==> src/dvm_consts.vh <==
// Purpose: shared constants of the volume, mute and zero-flag control block
// Assumes: included by every design file of the block, by bare name
// Notes: offsets, field positions, reset values and timing counts live here
`ifndef DVM_CONSTS_VH
`define DVM_CONSTS_VH

// ==========================================
// register offsets
`define DVM_ADDR_MAIN 5'h00
`define DVM_ADDR_FILT 5'h01
`define DVM_ADDR_ZPOL 5'h02
`define DVM_ADDR_LVOL 5'h03
`define DVM_ADDR_RVOL 5'h04
`define DVM_ADDR_LAST 5'h04

// ==========================================
// reset values
`define DVM_MAIN_RESET 8'h8B
`define DVM_FILT_RESET 8'h02
`define DVM_ZPOL_RESET 8'h00
`define DVM_VOL_RESET 8'hFF

// ==========================================
// field positions
`define DVM_TRST_BIT 0
`define DVM_PWR_BIT 1
`define DVM_FMT_LSB 2
`define DVM_FMT_MSB 4
`define DVM_AUTO_BIT 7
`define DVM_MUTE_BIT 0
`define DVM_DEEM_LSB 1
`define DVM_DEEM_MSB 2
`define DVM_SPD_LSB 3
`define DVM_SPD_MSB 4
`define DVM_SLOW_BIT 5
`define DVM_AND_BIT 6
`define DVM_ZEN_BIT 7
`define DVM_INV_BIT 2

// ==========================================
// control frame layout
`define DVM_FRAME_BITS 5'd16
`define DVM_FRAME_HDR 3'b011

// ==========================================
// speed codes and timing counts, in frame periods
`define DVM_SPD_NORMAL 2'b00
`define DVM_SPD_DOUBLE 2'b01
`define DVM_SPD_QUAD 2'b10
`define DVM_STEP_NORMAL 5'd4
`define DVM_STEP_DOUBLE 5'd8
`define DVM_STEP_QUAD 5'd16
`define DVM_ZERO_FRAMES 8192
`define DVM_TRST_TAKE 2'd3
`define DVM_TRST_FREE 2'd2

`endif

==> src/dvm_serial_port.v <==
// Purpose: write-only three-wire control port receiver
// Assumes: select, clock and data are already synchronised and filtered
// Notes: one write pulse per complete, well-formed frame to a mapped address while enable_in is high
`timescale 1ns/100ps
`include "dvm_consts.vh"

module dvm_serial_port (
    // clock and reset
    input wire clk_in,
    input wire rst_in,
    // gating
    input wire enable_in,
    // filtered link levels
    input wire select_n_in,
    input wire control_clock_in,
    input wire control_data_in,
    // register write strobe
    output reg wr_out,
    output reg [4:0] addr_out,
    output reg [7:0] data_out
);

reg sclk_q;
reg sel_q;
reg [15:0] shift;
reg [4:0] count;
wire sclk_rise = control_clock_in & ~sclk_q;
wire sel_rise = select_n_in & ~sel_q;
wire sel_fall = ~select_n_in & sel_q;
wire frame_ok = (count == `DVM_FRAME_BITS) && (shift[15:13] == `DVM_FRAME_HDR);

always @(posedge clk_in) begin
    if (rst_in) begin
        sclk_q <= 1'b1;
        sel_q <= 1'b1;
        shift <= 16'h0000;
        count <= 5'h00;
        wr_out <= 1'b0;
        addr_out <= 5'h00;
        data_out <= 8'h00;
    end else begin
        sclk_q <= control_clock_in;
        sel_q <= select_n_in;
        wr_out <= 1'b0;
        if (sel_fall) begin
            count <= 5'h00;
        end else if (sclk_rise && !select_n_in) begin
            shift <= {shift[14:0], control_data_in};
            if (count != 5'h1F) begin
                count <= count + 5'h01;
            end
        end
        // unused addresses are dropped as a precaution
        if (sel_rise && frame_ok && enable_in && shift[12:8] <= `DVM_ADDR_LAST) begin
            wr_out <= 1'b1;
            addr_out <= shift[12:8];
            data_out <= shift[7:0];
        end
    end
end

endmodule // dvm_serial_port

==> src/dvm_volume_ramp.v <==
// Purpose: per-channel soft volume ramp and sample scaling
// Assumes: step_in is a one-cycle tick at the documented step rate
// Notes: gain is level plus its msb over 256, so code FF passes unchanged
`timescale 1ns/100ps
`include "dvm_consts.vh"

module dvm_volume_ramp #(
    parameter WIDTH = 24
) (
    // clock and reset
    input wire clk_in,
    input wire rst_in,
    // control
    input wire run_in,
    input wire step_in,
    input wire mute_in,
    input wire [7:0] code_in,
    // sample path
    input wire valid_in,
    input wire [WIDTH-1:0] sample_in,
    output reg valid_out,
    output reg [WIDTH-1:0] sample_out,
    output reg [7:0] level_out
);

wire [7:0] target = mute_in ? 8'h00 : code_in;
wire [8:0] gain = {1'b0, level_out} + {8'h00, level_out[7]};
wire signed [WIDTH+9:0] prod = $signed(sample_in) * $signed({1'b0, gain});

always @(posedge clk_in) begin
    if (rst_in) begin
        level_out <= `DVM_VOL_RESET;
        valid_out <= 1'b0;
        sample_out <= {WIDTH{1'b0}};
    end else begin
        if (step_in && level_out < target) begin
            level_out <= level_out + 8'h01;
        end else if (step_in && level_out > target) begin
            level_out <= level_out - 8'h01;
        end
        valid_out <= valid_in & run_in;
        if (valid_in) begin
            sample_out <= run_in ? prod[WIDTH+7:8] : {WIDTH{1'b0}};
        end
    end
end

endmodule // dvm_volume_ramp

==> src/dvm_top.v <==
// Purpose: volume, soft mute, zero detect and power control of a two-channel DAC
// Assumes: sys_clk_in stands for the master clock; samples arrive once per frame
// Notes: link pins are synchronised through three flops and a filter that waits for the last two stages to agree
`timescale 1ns/100ps
`include "dvm_consts.vh"

module dvm_top #(
    parameter WIDTH = 24,
    parameter ZERO_FRAMES = `DVM_ZERO_FRAMES
) (
    // clock and reset
    input wire sys_clk_in,
    input wire rst_n_in,
    // device pins
    input wire powerdown_pin_n_in,
    input wire frame_clock_in,
    // control port pins
    input wire select_n_in,
    input wire control_clock_in,
    input wire control_data_in,
    // clock status from the clock detector
    input wire mclk_present_in,
    input wire [1:0] detected_speed_in,
    // sample input, one pair per frame
    input wire sample_valid_in,
    input wire [WIDTH-1:0] left_sample_in,
    input wire [WIDTH-1:0] right_sample_in,
    // scaled samples toward the modulator
    output wire left_valid_out,
    output wire [WIDTH-1:0] left_out,
    output wire right_valid_out,
    output wire [WIDTH-1:0] right_out,
    // applied volume levels
    output wire [7:0] left_level_out,
    output wire [7:0] right_level_out,
    // zero flags
    output reg zero_flag_left_out,
    output reg zero_flag_right_out,
    // analog path control
    output reg analog_hiz_out,
    output reg common_voltage_out,
    output reg converter_run_out,
    // settings for the rest of the datapath
    output reg [1:0] speed_mode_out,
    output reg [2:0] format_select_out,
    output reg [1:0] deemphasis_select_out,
    output reg slow_rolloff_out
);

// ==========================================
// pin synchronisers
// bit order: select_n, control clock, control data, frame clock, powerdown
localparam [4:0] SYNC_INIT = 5'h03;
wire [4:0] pins = {powerdown_pin_n_in, frame_clock_in, control_data_in,
    control_clock_in, select_n_in};
reg [4:0] sync1;
reg [4:0] sync2;
reg [4:0] sync3;
reg [4:0] pin_lvl;

genvar gi;
generate
    for (gi = 0; gi < 5; gi = gi + 1) begin : g_sync
        always @(posedge sys_clk_in) begin
            if (!rst_n_in) begin
                sync1[gi] <= SYNC_INIT[gi];
                sync2[gi] <= SYNC_INIT[gi];
                sync3[gi] <= SYNC_INIT[gi];
                pin_lvl[gi] <= SYNC_INIT[gi];
            end else begin
                sync1[gi] <= pins[gi];
                sync2[gi] <= sync1[gi];
                sync3[gi] <= sync2[gi];
                // a change counts only once the last two stages agree
                if (sync2[gi] == sync3[gi]) begin
                    pin_lvl[gi] <= sync3[gi];
                end
            end
        end
    end
endgenerate

// reset images of the register fields that leave the block directly
localparam [7:0] MAIN_RST = `DVM_MAIN_RESET;
localparam [7:0] FILT_RST = `DVM_FILT_RESET;

wire pdn_ok = pin_lvl[4];
wire frame_lvl = pin_lvl[3];
// pin low or system reset both bring registers back to defaults
wire hard_rst = ~rst_n_in | ~pdn_ok;

reg frame_q;
wire frame_rise = frame_lvl & ~frame_q;

always @(posedge sys_clk_in) begin
    if (hard_rst) begin
        frame_q <= 1'b0;
    end else begin
        frame_q <= frame_lvl;
    end
end

// ==========================================
// control port and registers
wire wr;
wire [4:0] wr_addr;
wire [7:0] wr_data;

dvm_serial_port u_port (
    .clk_in(sys_clk_in),
    .rst_in(hard_rst),
    .enable_in(mclk_present_in),
    .select_n_in(pin_lvl[0]),
    .control_clock_in(pin_lvl[1]),
    .control_data_in(pin_lvl[2]),
    .wr_out(wr),
    .addr_out(wr_addr),
    .data_out(wr_data)
);

reg [7:0] main_control;
reg [7:0] filter_mute_control;
reg [7:0] zero_flag_polarity;
reg [7:0] left_volume;
reg [7:0] right_volume;

// writes land whatever the power and timing reset bits say
always @(posedge sys_clk_in) begin
    if (hard_rst) begin
        main_control <= `DVM_MAIN_RESET;
        filter_mute_control <= `DVM_FILT_RESET;
        zero_flag_polarity <= `DVM_ZPOL_RESET;
        left_volume <= `DVM_VOL_RESET;
        right_volume <= `DVM_VOL_RESET;
    end else if (wr) begin
        case (wr_addr)
            `DVM_ADDR_MAIN: main_control <= wr_data;
            `DVM_ADDR_FILT: filter_mute_control <= wr_data;
            `DVM_ADDR_ZPOL: zero_flag_polarity <= wr_data;
            `DVM_ADDR_LVOL: left_volume <= wr_data;
            `DVM_ADDR_RVOL: right_volume <= wr_data;
            default: main_control <= main_control;
        endcase
    end
end

wire timing_reset_bit = main_control[`DVM_TRST_BIT];
wire power_bit = main_control[`DVM_PWR_BIT];
wire auto_clock_select = main_control[`DVM_AUTO_BIT];
wire soft_mute_bit = filter_mute_control[`DVM_MUTE_BIT];
wire [1:0] speed_select = filter_mute_control[`DVM_SPD_MSB:`DVM_SPD_LSB];
wire zero_and_mode = filter_mute_control[`DVM_AND_BIT];
wire zero_detect_enable = filter_mute_control[`DVM_ZEN_BIT];
wire zero_flag_invert = zero_flag_polarity[`DVM_INV_BIT];

// ==========================================
// speed and step timing
function [4:0] step_len;
    input [1:0] spd;
    begin
        case (spd)
            `DVM_SPD_DOUBLE: step_len = `DVM_STEP_DOUBLE;
            `DVM_SPD_QUAD: step_len = `DVM_STEP_QUAD;
            default: step_len = `DVM_STEP_NORMAL;
        endcase
    end
endfunction

wire [1:0] next_speed = auto_clock_select ? detected_speed_in : speed_select;

// ==========================================
// power-up and internal timing reset
reg powered;
reg int_rst;
reg [1:0] trst_cnt;
reg [4:0] step_cnt;
reg step_tick;
wire running = powered & ~int_rst;

always @(posedge sys_clk_in) begin
    if (hard_rst) begin
        powered <= 1'b0;
        analog_hiz_out <= 1'b1;
        common_voltage_out <= 1'b0;
        converter_run_out <= 1'b0;
        speed_mode_out <= `DVM_SPD_NORMAL;
        format_select_out <= MAIN_RST[`DVM_FMT_MSB:`DVM_FMT_LSB];
        deemphasis_select_out <= FILT_RST[`DVM_DEEM_MSB:`DVM_DEEM_LSB];
        slow_rolloff_out <= 1'b0;
    end else begin
        // no master clock or power bit low: idle without touching registers
        if (!mclk_present_in || !power_bit) begin
            powered <= 1'b0;
        end else if (frame_rise) begin
            powered <= 1'b1;
        end
        analog_hiz_out <= ~powered;
        common_voltage_out <= powered & int_rst;
        converter_run_out <= running;
        speed_mode_out <= next_speed;
        format_select_out <= main_control[`DVM_FMT_MSB:`DVM_FMT_LSB];
        deemphasis_select_out <= filter_mute_control[`DVM_DEEM_MSB:`DVM_DEEM_LSB];
        slow_rolloff_out <= filter_mute_control[`DVM_SLOW_BIT];
    end
end

// counting whole frame edges after the bit change gives the documented windows
always @(posedge sys_clk_in) begin
    if (hard_rst) begin
        int_rst <= 1'b0;
        trst_cnt <= 2'd0;
    end else if (timing_reset_bit != int_rst) begin
        trst_cnt <= 2'd0;
    end else if (frame_rise) begin
        if (trst_cnt == (int_rst ? `DVM_TRST_FREE : `DVM_TRST_TAKE)) begin
            int_rst <= ~int_rst;
            trst_cnt <= 2'd0;
        end else begin
            trst_cnt <= trst_cnt + 2'd1;
        end
    end
end

// one tick per volume step; ramp halts while the converter is idle
always @(posedge sys_clk_in) begin
    if (hard_rst || !running) begin
        step_cnt <= 5'd0;
        step_tick <= 1'b0;
    end else begin
        step_tick <= 1'b0;
        if (frame_rise) begin
            if (step_cnt >= step_len(speed_mode_out) - 5'd1) begin
                step_cnt <= 5'd0;
                step_tick <= 1'b1;
            end else begin
                step_cnt <= step_cnt + 5'd1;
            end
        end
    end
end

// ==========================================
// volume channels
wire [2*WIDTH-1:0] samples_in = {right_sample_in, left_sample_in};
wire [15:0] codes = {right_volume, left_volume};
wire [1:0] ch_valid;
wire [2*WIDTH-1:0] ch_sample;
wire [15:0] ch_level;

generate
    for (gi = 0; gi < 2; gi = gi + 1) begin : g_vol
        dvm_volume_ramp #(
            .WIDTH(WIDTH)
        ) u_ramp (
            .clk_in(sys_clk_in),
            .rst_in(hard_rst),
            .run_in(running),
            .step_in(step_tick),
            .mute_in(soft_mute_bit),
            .code_in(codes[gi*8 +: 8]),
            .valid_in(sample_valid_in),
            .sample_in(samples_in[gi*WIDTH +: WIDTH]),
            .valid_out(ch_valid[gi]),
            .sample_out(ch_sample[gi*WIDTH +: WIDTH]),
            .level_out(ch_level[gi*8 +: 8])
        );
    end
endgenerate

assign left_valid_out = ch_valid[0];
assign right_valid_out = ch_valid[1];
assign left_out = ch_sample[WIDTH-1:0];
assign right_out = ch_sample[2*WIDTH-1:WIDTH];
assign left_level_out = ch_level[7:0];
assign right_level_out = ch_level[15:8];

// ==========================================
// zero detection
wire [1:0] zero_seen;

generate
    for (gi = 0; gi < 2; gi = gi + 1) begin : g_zero
        reg [13:0] zcnt;
        always @(posedge sys_clk_in) begin
            if (hard_rst || !running) begin
                zcnt <= 14'h0000;
            end else if (sample_valid_in) begin
                if (samples_in[gi*WIDTH +: WIDTH] != {WIDTH{1'b0}}) begin
                    zcnt <= 14'h0000;
                end else if (zcnt != ZERO_FRAMES[13:0]) begin
                    zcnt <= zcnt + 14'h0001;
                end
            end
        end
        assign zero_seen[gi] = (zcnt == ZERO_FRAMES[13:0]);
    end
endgenerate

wire both_zero = &zero_seen;
wire det_l = zero_and_mode ? both_zero : zero_seen[0];
wire det_r = zero_and_mode ? both_zero : zero_seen[1];

// disable wins over timing reset so a disabled flag never pulses
always @(posedge sys_clk_in) begin
    if (hard_rst || !powered) begin
        zero_flag_left_out <= 1'b0;
        zero_flag_right_out <= 1'b0;
    end else if (!zero_detect_enable) begin
        zero_flag_left_out <= 1'b0;
        zero_flag_right_out <= 1'b0;
    end else if (int_rst) begin
        zero_flag_left_out <= ~zero_flag_invert;
        zero_flag_right_out <= ~zero_flag_invert;
    end else begin
        zero_flag_left_out <= det_l ^ zero_flag_invert;
        zero_flag_right_out <= det_r ^ zero_flag_invert;
    end
end

endmodule // dvm_top

==> config.mk <==
export PLATFORM = sky130hd
export DESIGN_NAME = dvm_top
export DESIGN_NICKNAME = d
export VERILOG_FILES = /design/src/dvm_serial_port.v /design/src/dvm_volume_ramp.v /design/src/dvm_top.v
export VERILOG_INCLUDE_DIRS = /design/src /design/src/src
export SDC_FILE = /design/constraint.sdc
export NUM_CORES = 1
export LEC_CHECK = 0
export BUFFER_PORTS_ARGS = -buffer_cell sky130_fd_sc_hd__buf_2
export CAP_MARGIN = 20
export CORE_ASPECT_RATIO = 0.7
export CORE_MARGIN = 4
export CORE_UTILIZATION = 50
export CTS_BUF_LIST = sky130_fd_sc_hd__clkbuf_2
export DETAILED_ROUTE_END_ITERATION = 12
export PLACE_DENSITY = 0.69
export SYNTH_ARGS = -nofsm -noshare
export SYNTH_HDL_FRONTEND = slang
export SYNTH_SLANG_ARGS = --single-unit
==> constraint.sdc <==
create_clock -name sys_clk_in -period 7.5 [get_ports sys_clk_in]
set_input_delay 0.75 -clock sys_clk_in [delete_from_list [all_inputs] [get_ports sys_clk_in]]
set_output_delay 0.75 -clock sys_clk_in [all_outputs]
set_load 0.02 [all_outputs]
==> results of run 1 <==
cells in the final DEF, fill, tap and decap left out, drive strengths merged, types with 13 or more instances in the layout:
| cell | Yosys | final |
|---|---|---|
| clkinv | 0 | 14 |
| a21o | 22 | 22 |
| nor4 | 13 | 13 |
| and2 | 175 | 175 |
| nor2b | 59 | 59 |
| nor2 | 116 | 116 |
| inv | 405 | 406 |
| fa | 342 | 342 |
| nand2 | 403 | 403 |
| nand3 | 47 | 47 |
| mux2i | 39 | 39 |
| clkbuf | 105 | 66 |
| xnor2 | 70 | 70 |
| nand2b | 30 | 30 |
| a21oi | 82 | 82 |
| buf | 12 | 165 |
| ha | 178 | 178 |
| nand4 | 21 | 21 |
| xor2 | 41 | 41 |
| dfxtp | 205 | 205 |
| and3 | 24 | 24 |
| o21ai | 88 | 88 |
| nor3 | 15 | 15 |
power by group:
group	switching, mW	internal (mW)
clock	0.459	0.309
combinational	0.120	0.0719
sequential	0.00122	1.09
total	0.580	1.47
cell families after synthesis:
logic type / share of synthesized area
compound gates: 0.06937
xor+xnor: 0.04316
fa+ha+maj: 0.4028
simple gates: 0.1978
buf+inv: 0.08731
flops: 0.1822
mux: 0.01733
layer usage:
metal	global-route usage	part of all wire	up-vias
li1	-	-	8219
met1	0.3080	0.44	8632
met4	0.07320	0.030	2
met3	0.03631	0.054	90
met5	0	0.00031	-
met2	0.3887	0.48	437
stage by stage:
| stage | hold WS, ns | area, um^2 | instances | total power [mW] |
|---|---|---|---|---|
| after global placement | 0.3895 | 23760 | 3221 | 1.303 |
| after global routing | 0.07546 | 24210 | 3305 | 2.162 |
| after detailed placement | 0.3981 | 23760 | 3221 | 1.308 |
| after floorplan | 0.3863 | 22530 | 2579 | 1.247 |
| final | 0.1598 | 24210 | 3305 | 2.052 |
| after CTS | 0.05513 | 24210 | 3304 | 2.086 |
worst max path at each step:
stage	from	endpoint	cells after the start
2_1_floorplan	g_vol[1].u_ramp.level_out[0]$_SDFFE_PP1P_	g_vol[1].u_ramp.sample_out[18]$_SDFFE_PP0P_	25
3_3_place_gp	g_vol[1].u_ramp.level_out[7]$_SDFFE_PP1P_	g_vol[1].u_ramp.sample_out[21]$_SDFFE_PP0P_	22
3_5_place_dp	g_vol[1].u_ramp.level_out[7]$_SDFFE_PP1P_	g_vol[1].u_ramp.sample_out[23]$_SDFFE_PP0P_	23
4_1_cts	g_vol[1].u_ramp.level_out[7]$_SDFFE_PP1P_	g_vol[1].u_ramp.sample_out[21]$_SDFFE_PP0P_	23
5_1_grt	g_vol[1].u_ramp.level_out[0]$_SDFFE_PP1P_	g_vol[1].u_ramp.sample_out[23]$_SDFFE_PP0P_	23
6_report	g_vol[1].u_ramp.level_out[7]$_SDFFE_PP1P_	g_vol[1].u_ramp.sample_out[23]$_SDFFE_PP0P_	23
layout make-up:
cell class,instances,area (um^2)
fillers,4007,19910
diodes,1,2.502
clock inverters,17,125.1
well taps,594,743.2
multi-input cells,1852,16490
inverters,405,1520
flip-flops and latches,205,4104
clock buffers,66,330.3
repair buffers,165,895.9
state kept, by name, summed over array words and instances, names as in the netlist, 2 cells and up:
| signal | flops |
|---|---|
| pin_lvl | 3 |
| main_control | 6 |
| speed_mode_out | 2 |
| deemphasis_select_out | 2 |
| g_vol.u_ramp.sample_out | 48 |
| u_port.shift | 16 |
| filter_mute_control | 8 |
| sync2 | 5 |
| g_vol.u_ramp.level_out | 16 |
| sync1 | 5 |
| trst_cnt | 2 |
| sync3 | 5 |
| g_zero.zcnt | 28 |
| u_port.addr_out | 5 |
| format_select_out | 3 |
| u_port.data_out | 8 |
| left_volume | 8 |
| u_port.count | 5 |
| right_volume | 8 |
| step_cnt | 5 |
worst reg2reg max path, stage by stage, from the launching register on:
cell and delay (ns):
dfxtp_1 0.51, ha_1 0.25, ha_1 0.18, nand3_1 0.15, xnor2_2 0.72, nand2_1 0.21
fa_1 0.59, inv_1 0.06, fa_1 0.58, fa_1 0.44, fa_1 0.49, inv_1 0.05
fa_1 0.47, inv_1 0.05, ha_1 0.31, nand4_1 0.13, nor2_1 0.13, o21ai_0 0.12
a211oi_2 0.45, o21ai_1 0.21, a21oi_2 0.25, o31ai_2 0.11, a21o_1 0.19, a32o_1 0.24
==> metrics.txt, run 1 <==
Die ar.=48,570 um^2; Synth Area per Inst=8.735 um^2; LEAKAGE=12.16 nW; Area growth syn-to-layout=7.493%; CP top delay family=adder cells; Worst Setup Path Type=register to register; Top Ports=138; Crit path largest cell delay=0.72 ns; Die Y=between 150 and 200 um; CP Data Arrival Time=between 7 and 8 ns; Min-Delay Startpoint=select_n_in; post-route minimum period=about 7 ns; top cell types by occurrence after synthesis=inv_1 (405), nand2_1 (403), fa_1 (342); flop2flop setup slack=0.52 ns; Area contributors post-synth=fa_1 (30%), dfxtp_1 (18%), ha_1 (9.9%); skew final=0.08355 ns; number of H-tree levels=2; vias in the first global route=18,350; Final GP Congestion=0.8664; RSZ-0062 raised after global routing=no; Max Clock Freq=143.3 MHz; Setup TNS Final=0 ns; most frequent cell after synthesis=inv_1; Core Util, Final=0.5488; DRC=0; Post-Syn Instances=roughly 2,600; nets=3,256; core box area=44,120 um^2; Total Routing Usage GR=0.2306; WL per Instance=roughly 16 um; Min-Delay Path Class=input pin to register; synth warn=0; Final period util=0.9305; first-pass GRT wire length=90.89 mm; total congestion overflow=0; WP data required=slightly above 8 ns; pin count of the biggest net entering global routing=49; worst-margin pin slew=roughly 1.1 ns; final WL=54.11 mm; most used cell, CP=fa_1; initial detailed-routing violation count=886; Clock Pin Slew Worst Setup and Hold Paths=0.13 ns; WHS Path Cells=2; register area share after synthesis=0.1822; Resized Gates After CTS=0; FP Rows=64; CP Max Fanout=16; placed wire-length estimate=42.19 mm; Startpoint Class=register; peak supply drop=between 100 and 150 uV; total setup buffers inserted after CTS=0; worst skew pair latency=about 0.82 ns; critical path capture point type=register; initial antenna violation count=2; status=complete, no violations; CTS Root Cell=clkbuf_2; Worst Path Buf+Inv=3; DR pass1 iterations=5; post-layout worst setup margin=0.5216 ns; Slew Viols, Final=0; clock sink total=205; reg2reg start=g_vol[1].u_ramp.level_out[7]$_SDFFE_PP1P_; starting density of the core=0.5105; Worst R2R End=g_vol[1].u_ramp.sample_out[23]$_SDFFE_PP0P_; Post-CTS Hold Fix Bufs=0; Final Hold Vio Count=0; Hold EP=sync1[0]$_SDFF_PN1_; crit path cell chain=ha_1, ha_1, nand3_1, xnor2_2, nand2_1, fa_1, inv_1, fa_1, fa_1, fa_1, inv_1, fa_1, inv_1, ha_1, nand4_1, nor2_1, o21ai_0, a211oi_2, o21ai_1, a21oi_2, o31ai_2, a21o_1, a32o_1; CTS tree=done; PwrDens=84.76 nW/um^2; Setup violations, final=0; asr flop ratio synth=0; layout cell share with drive strength beyond 1=0.09520; Netlist Area Pre-Place=22,530 um^2; vias per cell=5.259; max_cap viols=0; Syn Nets=3,158; Slew Limit Headroom=0.2767; number of buffers created by CTS=48; area leader, netlist=fa_1; Max Root-Sink Buffers=3; Post-synth EDFFs=0; Die Width=261.7 um; number of distinct library cells after synthesis=60; top cell type's share of synthesized area=0.3039; Seq cells post-synth=between 200 and 250; Crit-path slowest cell=xnor2_2; worst-case reg-to-reg path depth=23; Vias=17,380; Post-DRT Antenna Nets=0; Top FF cell, synth=dfxtp_1; I/O Buffers=137; DP Worst Slack=0.5542 ns
No activity file was read; power rests on OpenSTA's default activity.
==> run 2, diff against run 1 <==
--- a/config.mk
+++ b/config.mk
@@ -6,6 +6,7 @@
 export SDC_FILE = /design/constraint.sdc
 export NUM_CORES = 1
 export LEC_CHECK = 0
+export ABC_AREA = 1
 export BUFFER_PORTS_ARGS = -buffer_cell sky130_fd_sc_hd__buf_2
 export CAP_MARGIN = 20
 export CORE_ASPECT_RATIO = 0.7
@@ -13,7 +14,7 @@
 export CORE_UTILIZATION = 50
 export CTS_BUF_LIST = sky130_fd_sc_hd__clkbuf_2
 export DETAILED_ROUTE_END_ITERATION = 12
-export PLACE_DENSITY = 0.69
+export PLACE_DENSITY = 0.68
 export SYNTH_ARGS = -nofsm -noshare
 export SYNTH_HDL_FRONTEND = slang
 export SYNTH_SLANG_ARGS = --single-unit
==> metrics.txt, run 2 <==
Slew Viols, Final=0 (unchanged); Top Ports=138 (unchanged); post-layout worst setup margin=0.7472 ns (was 0.5216 ns); Clock Pin Slew Worst Setup and Hold Paths=0.12 ns (was 0.13 ns); max_cap viols=0 (unchanged); Area contributors post-synth=fa_1 (28%), dfxtp_1 (17%), nand2_1 (13%) (was fa_1 (30%), dfxtp_1 (18%), ha_1 (9.9%)); Die Width=272.7 um (was 261.7 um); number of H-tree levels=2 (unchanged); PwrDens=79.27 nW/um^2 (was 84.76 nW/um^2); Setup violations, final=0 (unchanged); Post-DRT Antenna Nets=0 (unchanged); number of distinct library cells after synthesis=48 (was 60); CTS tree=done (unchanged); Final period util=0.9004 (was 0.9305); Setup TNS Final=0 ns (unchanged); simple-gate share of the synthesized area=0.2594 (was 0.1978); Int Power=1.416 mW (was 1.472 mW); Netlist Area Pre-Place=24,520 um^2 (was 22,530 um^2); Seq cells post-synth=205 (unchanged); total congestion overflow=0 (unchanged); max reg flops=48 (unchanged); I/O Buffers=137 (unchanged); post-layout instance count excluding filler cells=4,228 (was 3,305); post-route minimum period=6.753 ns (was 6.978 ns); largest family of logic cells by synthesized area=adder cells (unchanged); dpl cell area=25,820 um^2 (was 23,760 um^2); DP Worst Slack=0.9922 ns (was 0.5542 ns); final WL=65.42 mm (was 54.11 mm); Area growth syn-to-layout=7.429% (was 7.493%); Biggest register=g_vol.u_ramp.sample_out (unchanged); vias per cell=5.065 (was 5.259); initial antenna violation count=1 (was 2); initial detailed-routing violation count=1,504 (was 886); Syn Nets=3,978 (was 3,158); part of the power in registers=0.523 (was 0.532); RSZ-0062 raised after global routing=no (unchanged); Max Root-Sink Buffers=3 (unchanged); CP Data Arrival Time=7.60 ns (was 7.72 ns); commonest non-fill, non-tap cell in the layout=nand2_1 (was inv_1); area of the multi-input gates=17,470 um^2 (was 16,490 um^2); WP data required=8.34 ns (was 8.24 ns); CP Max Fanout=19 (was 16); Post-synth EDFFs=0 (unchanged); worst skew pair latency=0.95 ns (was 0.82 ns); Worst Setup Path Type=register to register (unchanged); number of buffers created by CTS=52 (was 48); Slew Limit Headroom=0.3020 (was 0.2767); Sequential Area=4104 um^2 (unchanged); pin count of the biggest net entering global routing=58 (was 49); switching power of the nets=672.3 uW (was 580.0 uW); Max Clock Freq=148.1 MHz (was 143.3 MHz); first-pass GRT wire length=109.0 mm (was 90.89 mm); Total Routing Usage GR=0.2512 (was 0.2306); FP Rows=67 (was 64); top cell type's share of synthesized area=0.2792 (was 0.3039); synth warn=0 (unchanged); most frequent cell after synthesis=nand2_1 (was inv_1); Min-Delay Path Class=input pin to register (unchanged); Top FF cell, synth=dfxtp_1 (unchanged); multiplexer area fraction after synthesis=0 (was 0.01733); Synth Area per Inst=7.215 um^2 (was 8.735 um^2); Die Y=193.3 um (was 185.6 um); core box area=48,200 um^2 (was 44,120 um^2); CTS Root Cell=clkbuf_2 (unchanged); post-synthesis compound-gate area fraction=0.07046 (was 0.06937); cell area after layout=26,350 um^2 (was 24,210 um^2); asr flop ratio synth=0 (unchanged); clock sink total=205 (unchanged); skew final=0.07733 ns (was 0.08355 ns); top cell types by occurrence after synthesis=nand2_1 (834), inv_1 (667), nor2_1 (415) (was inv_1 (405), nand2_1 (403), fa_1 (342)); XOR/XNOR Fraction of Synth Area=0.01179 (was 0.04316); Vias=21,410 (was 17,380); layout cell share with drive strength beyond 1=0.08315 (was 0.09520); Final GP Congestion=0.9407 (was 0.8664); peak supply drop=117.1 uV (was 129.4 uV); WL per Instance=15.47 um (was 16.37 um); DRC=0 (unchanged); LEAKAGE=14.38 nW (was 12.16 nW); Startpoint Class=register (unchanged); nets=4,114 (was 3,256); placed wire-length estimate=53.35 mm (was 42.19 mm); most frequent cells in the layout=nand2_1 (834), inv_1 (666), nor2_1 (414) (was inv_1 (405), nand2_1 (403), fa_1 (342)); area leader, netlist=fa_1 (unchanged); largest registers=g_vol.u_ramp.sample_out (48), g_zero.zcnt (28) (unchanged); worst-margin pin slew=1.044 ns (was 1.081 ns); part of the power in the clock network=0.368 (was 0.374); Final Hold Vio Count=0 (unchanged); vias in the first global route=21,060 (was 18,350); Sw Ratio=0.3219 (was 0.2826); dpl cells=4,130 (was 3,221); register area share after synthesis=0.1673 (was 0.1822); total setup buffers inserted after CTS=0 (unchanged); Comb power frac=0.109 (was 0.093); Post-Synth Adder-Cell Area=0.3700 (was 0.4028); Filler cells=4,761 (was 4,007); status=complete, no violations (unchanged); Die ar.=52,710 um^2 (was 48,570 um^2); DR pass1 iterations=6 (was 5); critical path capture point type=register (unchanged); Post-Syn Instances=3,399 (was 2,579); total power draw=2.088 mW (was 2.052 mW); starting density of the core=0.5088 (was 0.5105)
run 2: cell types whose count changed after synthesis, sizes merged, moves of 26 or more:
cell	before	now
and2	175	1
xnor2	70	5
mux2i	39	0
nand2b	30	1
clkbuf	105	43
nand3	47	167
nand4	21	47
nand2	403	840
nor2b	59	0
nor2	116	421
inv	405	693
a21oi	82	169
run 2: cells by family after synthesis:
logic type,after synthesis
adder cells (fa/ha/maj),520
XOR/XNOR,33
buffers and inverters,773
flip-flops,205
AND/OR/NAND/NOR,1545
AO/OA/AOI/OAI,323
run 2: timing repair:
action	in CTS	in global routing
hold buffers	6	0
resized for setup	0	0
hold endpoints to repair	6	0
run 2: power by group through the flow:
stage	logic (mW)	clock network [mW]	registers (mW)
floorplan	0.139	0	1.12
global placement	0.219	0	1.12
detailed placement	0.221	0	1.12
CTS	0.225	0.801	1.09
global route	0.256	0.859	1.09
finish	0.228	0.768	1.09
run 2: final timing paths:
| check | depth (start not counted) | startpoint | end | slack (ns) |
|---|---|---|---|---|
| hold reg to reg | 2 | filter_mute_control[7]$_SDFFE_PP0P_ | zero_flag_right_out$_SDFF_PP0_ | 0.42 |
| setup reg to reg | 25 | g_vol[1].u_ramp.level_out[0]$_SDFFE_PP1P_ | g_vol[1].u_ramp.sample_out[22]$_SDFFE_PP0P_ | 0.75 |
| hold / removal | 3 | detected_speed_in[1] | speed_mode_out[1]$_SDFF_PP0_ | 0.11 |
| setup / recovery | 25 | g_vol[1].u_ramp.level_out[0]$_SDFFE_PP1P_ | g_vol[1].u_ramp.sample_out[22]$_SDFFE_PP0P_ | 0.75 |
run 2: cell type report:
cell class / count / area share
antenna: 1 / 0.00009498
inverter: 696 / 0.09945
sequential: 205 / 0.1558
multi-input combinational: 2421 / 0.6632
clock inverter: 28 / 0.005557
timing repair buffer: 159 / 0.03286
tap: 655 / 0.03111
clock buffer: 63 / 0.01197
run 2: worst max-delay path, cell delays in order, from the launching register on:
cell,delay (ns)
dfxtp_1,0.52
ha_1,0.22
ha_1,0.16
nand2_1,0.10
o21ai_0,0.18
nand2_1,0.49
inv_1,0.41
nand2_1,0.12
fa_1,0.54
inv_1,0.05
fa_1,0.54
fa_1,0.42
fa_1,0.49
inv_1,0.05
fa_1,0.55
inv_1,0.06
ha_1,0.41
nand2_1,0.13
nor4_1,0.63
nand2_1,0.11
nand2_1,0.14
nand2_1,0.09
nand2_1,0.06
nand2_1,0.05
nand3_1,0.07
nand2_1,0.05
run 2: through the flow:
| step | utilization | hold WS [ns] |
|---|---|---|
| 2_1_floorplan | - | 0.3905 |
| 3_3_place_gp | 0.5357 | 0.3947 |
| 3_5_place_dp | 0.5357 | 0.3970 |
| 4_1_cts | 0.5465 | 0.007164 |
| 5_1_grt | 0.5466 | 0.003487 |
| 6_report | 0.5466 | 0.1123 |
run 2: layer usage:
metal  GRT usage  vias to the layer above  wire [um]
li1            -                    10660          -
met1      0.3917                     9993      32720
met3     0.06229                       76       5877
met2      0.3556                      689      25770
met4     0.04443                        0       1051
met5           0                        -          0
